## src/verilog/phy_ctrl_pkg.sv

```systemverilog
// Package: register map, field positions and reset values of the basic control/status bank
`default_nettype none
package phy_ctrl_pkg;
  localparam logic [4:0]  ADDR_BASIC_CONTROL = 5'h00;
  localparam logic [4:0]  ADDR_BASIC_STATUS  = 5'h01;
  localparam int          BIT_SW_RESET       = 15;
  localparam int          BIT_LOOPBACK       = 14;
  localparam int          BIT_SPEED_100      = 13;
  localparam int          BIT_NEG_ENABLE     = 12;
  localparam int          BIT_POWER_DOWN     = 11;
  localparam int          BIT_ISOLATE        = 10;
  localparam int          BIT_NEG_RESTART    = 9;
  localparam int          BIT_FULL_DUPLEX    = 8;
  localparam int          BIT_COL_TEST       = 7;
  localparam logic        RST_LOOPBACK       = 1'b0;
  localparam logic        RST_POWER_DOWN     = 1'b0;
  localparam logic        RST_ISOLATE        = 1'b0;
  localparam logic        RST_FULL_DUPLEX    = 1'b1;
  localparam logic        RST_COL_TEST       = 1'b0;
  // Upper status bits: T4 reserved zero, 100 full and half capable
  localparam logic [15:0] STATUS_VALUE       = 16'h6000;
  localparam int          RESET_PULSE_CYCLES = 1;

  // Effective operating mode seen by the datapath
  typedef struct packed {
    logic speed_100;
    logic full_duplex;
    logic loopback;
    logic power_down;
    logic isolate;
    logic col_test;
    logic neg_enable;
  } mode_t;
endpackage : phy_ctrl_pkg
`default_nettype wire
```

## src/verilog/phy_basic_control_status_regs.sv

```systemverilog
// Basic control and basic status management registers of a 10/100 transceiver
// Notes on behaviour
// - Reset bit write resets device, self-clears
// - Speed bit selects 100/10, ignored when negotiating
// - Negotiation enable bit starts or stops negotiation
// - Negotiated result overrides speed and duplex bits
// - Speed and enable reset from latched strap
// - In power-down, first reset clears; second resets
// - Isolate bit detaches MAC interface, resets zero
// - Restart bit restarts negotiation, then self-clears
// - Collision test bit enables test, resets zero
// - Status 100 full-duplex capability reads one
// - Status 100 half-duplex capability reads one
`default_nettype none
module phy_basic_control_status_regs
  import phy_ctrl_pkg::*;
(
  // Clock and reset
  input  wire logic        clk_i,
  input  wire logic        rst_i,
  // Management register port
  input  wire logic [4:0]  reg_addr_i,
  input  wire logic        reg_wr_i,
  input  wire logic [15:0] reg_wdata_i,
  input  wire logic        reg_rd_i,
  output logic      [15:0] reg_rdata_o,
  // Strap and negotiation result
  input  wire logic        negotiation_speed_strap_i,
  input  wire logic        neg_speed_100_i,
  input  wire logic        neg_full_duplex_i,
  // Mode outputs
  output logic             soft_reset_o,
  output logic             neg_restart_o,
  output mode_t            mode_o
);

  logic       loopback_ff;
  logic       speed_ff;
  logic       neg_en_ff;
  logic       pdown_ff;
  logic       isolate_ff;
  logic       duplex_ff;
  logic       col_test_ff;
  logic       strap_pending_ff;
  logic       wr_ctrl;
  logic       reset_hit;
  logic       do_reset;
  logic [15:0] ctrl_value;

  // Decode of a control register write and the reset bit
  assign wr_ctrl   = reg_wr_i && (reg_addr_i == ADDR_BASIC_CONTROL);
  assign reset_hit = wr_ctrl && reg_wdata_i[BIT_SW_RESET];
  // A reset write in power-down only leaves power-down
  assign do_reset  = reset_hit && !pdown_ff;

  // Strap is latched after release of reset and again on each software reset
  always_ff @(posedge clk_i or posedge rst_i) begin
    if (rst_i) begin
      strap_pending_ff <= 1'b1;
    end else begin
      strap_pending_ff <= do_reset;
    end
  end

  // Speed and negotiation enable, reset values from the latched strap
  always_ff @(posedge clk_i or posedge rst_i) begin
    if (rst_i) begin
      speed_ff  <= 1'b0;
      neg_en_ff <= 1'b0;
    end else if (strap_pending_ff) begin
      speed_ff  <= negotiation_speed_strap_i;
      neg_en_ff <= negotiation_speed_strap_i;
    end else if (wr_ctrl && !do_reset && !reset_hit) begin
      speed_ff  <= reg_wdata_i[BIT_SPEED_100];
      neg_en_ff <= reg_wdata_i[BIT_NEG_ENABLE];
    end
  end

  // Ordinary read/write control bits; software reset returns them to defaults
  always_ff @(posedge clk_i or posedge rst_i) begin
    if (rst_i) begin
      loopback_ff <= RST_LOOPBACK;
      isolate_ff  <= RST_ISOLATE;
      duplex_ff   <= RST_FULL_DUPLEX;
      col_test_ff <= RST_COL_TEST;
    end else if (do_reset) begin
      loopback_ff <= RST_LOOPBACK;
      isolate_ff  <= RST_ISOLATE;
      duplex_ff   <= RST_FULL_DUPLEX;
      col_test_ff <= RST_COL_TEST;
    end else if (wr_ctrl && !reset_hit) begin
      loopback_ff <= reg_wdata_i[BIT_LOOPBACK];
      isolate_ff  <= reg_wdata_i[BIT_ISOLATE];
      duplex_ff   <= reg_wdata_i[BIT_FULL_DUPLEX];
      col_test_ff <= reg_wdata_i[BIT_COL_TEST];
    end
  end

  // Power-down: first reset write clears it, otherwise written directly
  always_ff @(posedge clk_i or posedge rst_i) begin
    if (rst_i) begin
      pdown_ff <= RST_POWER_DOWN;
    end else if (reset_hit) begin
      pdown_ff <= 1'b0;
    end else if (wr_ctrl) begin
      pdown_ff <= reg_wdata_i[BIT_POWER_DOWN];
    end
  end

  // Self-clearing pulses: device reset and negotiation restart
  always_ff @(posedge clk_i or posedge rst_i) begin
    if (rst_i) begin
      soft_reset_o  <= 1'b0;
      neg_restart_o <= 1'b0;
    end else begin
      soft_reset_o  <= do_reset;
      neg_restart_o <= wr_ctrl && !reset_hit && reg_wdata_i[BIT_NEG_RESTART];
    end
  end

  // Control register image; self-clearing and reserved bits read zero
  always_comb begin
    ctrl_value = 16'h0000;
    ctrl_value[BIT_LOOPBACK]    = loopback_ff;
    ctrl_value[BIT_SPEED_100]   = speed_ff;
    ctrl_value[BIT_NEG_ENABLE]  = neg_en_ff;
    ctrl_value[BIT_POWER_DOWN]  = pdown_ff;
    ctrl_value[BIT_ISOLATE]     = isolate_ff;
    ctrl_value[BIT_FULL_DUPLEX] = duplex_ff;
    ctrl_value[BIT_COL_TEST]    = col_test_ff;
  end

  // Registered read data, one cycle after the read strobe
  always_ff @(posedge clk_i or posedge rst_i) begin
    if (rst_i) begin
      reg_rdata_o <= 16'h0000;
    end else if (reg_rd_i) begin
      unique case (reg_addr_i)
        ADDR_BASIC_CONTROL: reg_rdata_o <= ctrl_value;
        ADDR_BASIC_STATUS:  reg_rdata_o <= STATUS_VALUE;
        default:            reg_rdata_o <= 16'h0000;
      endcase
    end
  end

  // Effective mode; negotiated speed and duplex win while negotiating
  always_ff @(posedge clk_i or posedge rst_i) begin
    if (rst_i) begin
      mode_o <= '0;
    end else begin
      mode_o.speed_100   <= neg_en_ff ? neg_speed_100_i : speed_ff;
      mode_o.full_duplex <= neg_en_ff ? neg_full_duplex_i : duplex_ff;
      mode_o.loopback    <= loopback_ff;
      mode_o.power_down  <= pdown_ff;
      mode_o.isolate     <= isolate_ff;
      mode_o.col_test    <= col_test_ff;
      mode_o.neg_enable  <= neg_en_ff;
    end
  end

endmodule : phy_basic_control_status_regs
`default_nettype wire

```

## config.mk

```make
export PLATFORM = sky130hd
export DESIGN_NAME = phy_basic_control_status_regs
export DESIGN_NICKNAME = d
export VERILOG_FILES = /design/src/verilog/phy_ctrl_pkg.sv /design/src/verilog/phy_basic_control_status_regs.sv
export SDC_FILE = /design/constraint.sdc
export NUM_CORES = 1
export LEC_CHECK = 0
export BUFFER_PORTS_ARGS = -buffer_cell sky130_fd_sc_hd__buf_2
export CORE_MARGIN = 2
export CORE_UTILIZATION = 41
export CTS_BUF_LIST = sky130_fd_sc_hd__clkbuf_4 sky130_fd_sc_hd__clkbuf_8 sky130_fd_sc_hd__clkbuf_16
export CTS_CLUSTER_SIZE = 8
export DETAILED_ROUTE_END_ITERATION = 10
export PLACE_DENSITY = 0.74
export SLEW_MARGIN = 15
export SYNTH_ARGS = -nofsm -noshare
export SYNTH_HDL_FRONTEND = slang
export SYNTH_SLANG_ARGS = --single-unit
```

## constraint.sdc

```tcl
create_clock -name clk_i -period 3.4 [get_ports clk_i]
set_input_delay 0.17 -clock clk_i [delete_from_list [all_inputs] [get_ports clk_i]]
set_output_delay 0.17 -clock clk_i [all_outputs]
set_load 0.05 [all_outputs]
```

; Word-level counts from Yosys, hierarchy flattened
; Index checks and enable logic that the tools add are counted.
[op_classes]
muxes = 17
n_shift = 0
addsub = 0
div = 0
n_eq_ne = 1
bitwise = 0
n_lt_le_gt_ge = 0
n_reduce_logical = 14
n_mul = 0
[ops]
columns = op, count
row1 = case mux 15 bit (2 select lines), 1
row2 = two-way mux 1 bit, 16
row3 = logical AND 1 bit, 7
row4 = nonzero test 2 bit, 3
row5 = == test 5 x 1 -> 1 bit (second input constant), 1
row6 = zero test 5 bit, 1
row7 = zero test 1 bit, 3
[word_totals]
rom_bits = 0
out_inout_bits = 25
regBits = 33
latch_bits = 0
in_bits = 28
ramBits = 0
elab_cells = 50
mem_count = 0

; Longest topological paths before layout
[depth]
ltp_word = 9
mapped_depth = 3
mapped_depth_nobuf = 3

; Worst setup path before layout
; OpenSTA, ideal clock, no wires.
[synth_timing]
kind = input-to-reg
from = in reg_addr_i[1]
to = reg pdown_ff
stages = 3
t_required_ns = 3.275
setup_ns = 0.125
path_slack_ns = 1.915
path_buffers = 0
arrival_ns = 1.360
path_cell_list = or4_4 -> or3_4 -> mux2_4
[synth_via]
elab_chain_cells = 4
word_cells_on_any_way = 5
cone_classes = mux: 1 / reduce/logical: 4
[synth_rtl]
columns = item, line_no
row1 = start: declaration, phy_basic_control_status_regs.sv:22  ; input wire logic [4:0] reg_addr_i,
row2 = zero test 5 bit *, phy_basic_control_status_regs.sv:51  ; assign wr_ctrl = reg_wr_i && (reg_addr_i == ADDR_BASIC_CONTROL);
row3 = logical AND 1 bit *, phy_basic_control_status_regs.sv:51
row4 = logical AND 1 bit, phy_basic_control_status_regs.sv:52  ; assign reset_hit = wr_ctrl && reg_wdata_i[BIT_SW_RESET];
row5 = two-way mux 1 bit / nonzero test 2 bit (equally long branches), -
row6 = end signal: assignment, phy_basic_control_status_regs.sv:106  ; pdown_ff <= reg_wdata_i[BIT_POWER_DOWN];
row7 = end: declaration, phy_basic_control_status_regs.sv:40  ; logic pdown_ff;
; Mark *: on every way between the ends. The rest lies on a longest branch, timed or not.
; A chain may end at the register's enable or synchronous reset.

; Worst setup path after layout
[layout_timing]
from = in reg_addr_i[1]
to = reg loopback_ff
[layout_via]
elab_chain_cells = 6
word_cells_on_any_way = 8
cone_classes = mux: 1 / reduce/logical: 7
[layout_rtl]
columns = item, line_no
row1 = zero test 5 bit *, phy_basic_control_status_regs.sv:51
row2 = logical AND 1 bit *, phy_basic_control_status_regs.sv:51
row3 = logical AND 1 bit, phy_basic_control_status_regs.sv:52
row4 = zero test 1 bit, phy_basic_control_status_regs.sv:91  ; end else if (wr_ctrl && !reset_hit) begin
row5 = logical AND 1 bit, phy_basic_control_status_regs.sv:91
row6 = nonzero test 2 bit (no line), -
row7 = end signal: assignment, phy_basic_control_status_regs.sv:92  ; loopback_ff <= reg_wdata_i[BIT_LOOPBACK];
row8 = end: declaration, phy_basic_control_status_regs.sv:37  ; logic loopback_ff;
; Marks and branches as above.

==> run summary <==
Die ar.: 2853 um^2
CTS tree: yes
Slew headroom: 42.34%
Part of the power in registers: 52.6%
Fillers: 214
Pins Over Slew Limit: 0
Post-route insts no fill: 153
CP arrival: 1530 ps
Routability cong.: 0.7058
Most frequent cells in the layout: buf_2 (36), dfrtp_1 (22), inv_1 (10)
Synth top area cells: dfrtp_1 (55%), buf_4 (6.8%), dfstp_2 (5.3%)
Core Area: 2255 um^2
Most common cell after layout, fill and taps aside: buf_2
Yosys warns: 0
Max-cap violations: 0
Comb pwr share: 24.4%
Leakage dissipation: 0.6237 nW
DRT Pass-1 Iters: 4
Vias in the first global route: 731
Tmin final: 1320 ps
# hold bufs at CTS: 0
Sequential area share after synthesis: 60.25%
Dpl cells: 149
Global Route Usage Sum: 15.90%
FP Rows: 17
Num CTS Buffers: 3
Cells after Synth: 87
HPWL Detailed: 1402 um
Switch share: 33.73%
DR WL/cell: 11.97 um
Final-stage net count: 154
Initial DRC count: 5
Footprint of the multi-input gates: 319.1 um^2
Crit path max fanout: 6
Number of H-tree levels: 1
Final WL: 1832 um
TNS Setup: 0 ps
First-pass GRT wire length: 3174 um
Power Dens Cells: 524.1 nW/um^2
Die H: 53.41 um
Antenna-violating nets left: 0
Post-Syn Area per Cell: 11.51 um^2
Hold crit path type: input port to asynchronous set/reset pin
Setup crit start kind: input port
Post-CTS Setup Bufs: 0
Post-synth cell types: 24
Synthesis-to-layout area growth: 21.00%
Worst-margin pin slew: 863.9 ps
Period utilization: 38.81%
Register area: 603.1 um^2
Cell taking the most area after synthesis: dfrtp_1
Clock transition at the registers of the reported paths: 120 ps
Initial antenna violation count: 0
P_int: 0.0004206 W
Starting Density: 44.40%
Chip Width: 53.41 um
Synth Cell Area: 1001 um^2
Largest net degree at the start of global routing: 25
Routed via count: 745
Ant diodes: 0
Fraction of layout cells with a size suffix above 1: 37.60%
CP Capture Type: flop
Net switching power: 0.0002141 W
Req. time, crit path: 3610 ps
CTS sink cnt: 24
WS Path Type: input port to flop
Maximum clock frequency: 757.9 MHz
Drt drc: 0
Max VDD drop: 0.0003106 V
Layout Skew: 1.064 ps
Root Buffer: clkbuf_4
Final setup violation count: 0
Vias/cell: 4.869
Post-CTS resize count: 0
Share of the synthesized area in the top cell type: 55.00%
Clock Power Share: 23.0%
Grt total ovfl: 0
Synth Register Bits: 24
Final Hold Vio Count: 0
Port Buffer Count: 36
Status: finished clean
Clock Latency Late Sink: 310 ps
IO Pins: 53
Max Root-Sink Buffers: 2
RSZ-0062 raised after global routing: no
## synth_stat cells (all sizes together)
library cell / instances
nor4bb: 2
nor3: 1
or4: 1
o211ai: 2
a2111o: 1
nand2: 6
a21oi: 5
or3: 1
mux2: 2
conb: 1
buf: 9
o21ai: 5
nand2b: 1
inv: 10
nor3b: 2
o22ai: 5
nor4: 2
nor2b: 2
or3b: 1
clkbuf: 1
dfstp: 2
a22o: 3
dfrtp: 22
## through the flow
step,hold WS (ps),cell area (um^2),util (%),power (W),setup WS [ps]
finish,15.52,1211,53.72,0.0006347,2080
global route,53.57,1211,53.72,0.0006704,2043
CTS,38.37,1211,53.72,0.0006446,2102
detailed placement,396.2,1175,52.11,0.0004960,1763
global placement,377.6,1175,52.11,0.0004922,1768
floorplan,183.1,1031,-,0.0004617,1915
## critical path, cell delays in order
cell	delay (ps)
buf_2	100
or4_4	570
a2111o_1	480
a22o_1	210
## cell type report
cell class | count | area share, %
flip-flops and latches | 24 | 49.79
repair buffers | 36 | 14.88
clock buffers | 4 | 2.996
well taps | 28 | 2.893
multi-input cells | 51 | 26.34
inverters | 10 | 3.099
## cells by family (layout without fill, tap and decap cells)
| group | after synthesis | after routing | synth area share (%) |
|---|---|---|---|
| simple gates | 19 | 19 | 12.50 |
| flops | 24 | 24 | 60.25 |
| other cells | 1 | 9 | 0.3746 |
| buf+inv | 20 | 50 | 10.87 |
| compound gates | 21 | 21 | 13.37 |
| mux | 2 | 2 | 2.624 |
## sequential cells by signal, indices dropped and copies added, names as in the netlist
| name | cells |
|---|---|
| col_test_ff | 1 |
| duplex_ff | 1 |
| isolate_ff | 1 |
| loopback_ff | 1 |
| mode_o | 7 |
| neg_en_ff | 1 |
| neg_restart_o | 1 |
| pdown_ff | 1 |
| reg_rdata_o | 7 |
| soft_reset_o | 1 |
| speed_ff | 1 |
| strap_pending_ff | 1 |
## final timing paths
check	startpoint	to	slack [ps]	cells past startpoint
max in group asynchronous	rst_i	mode_o[1]$_DFF_PP0_	2860	2
worst min register to register	isolate_ff$_DFFE_PP0P_	mode_o[2]$_DFF_PP0_	430	0
worst min-delay path	rst_i	reg_rdata_o[7]$_DFFE_PP0P_	20	2
min in group clk_i	neg_speed_100_i	mode_o[6]$_DFF_PP0_	80	2
worst max-delay path	reg_addr_i[1]	loopback_ff$_DFFE_PP0P_	2080	4
worst max register to register	pdown_ff$_DFFE_PP0P_	loopback_ff$_DFFE_PP0P_	2200	2
## per-layer routing
metal / wire (um) / track usage (%) / part of all wire (%) / vias up
li1: - / - / - / 362
met1: 819 / 20.65 / 45 / 346
met2: 842 / 23.66 / 46 / 32
met3: 114 / 2.542 / 6.2 / 5
met4: 57 / 11.54 / 3.1 / 0
met5: 0 / 0 / 0 / -
## power by group through the flow
stage                     Sequential, W  Combinational (W)  Clock (W)
after floorplan                0.000399          0.0000628          0
after global placement         0.000338           0.000154          0
after detailed placement       0.000340           0.000156          0
after CTS                      0.000334           0.000156   0.000154
after global routing           0.000338           0.000167   0.000166
final                          0.000334           0.000155   0.000146
(Power assumes the default switching activity.)
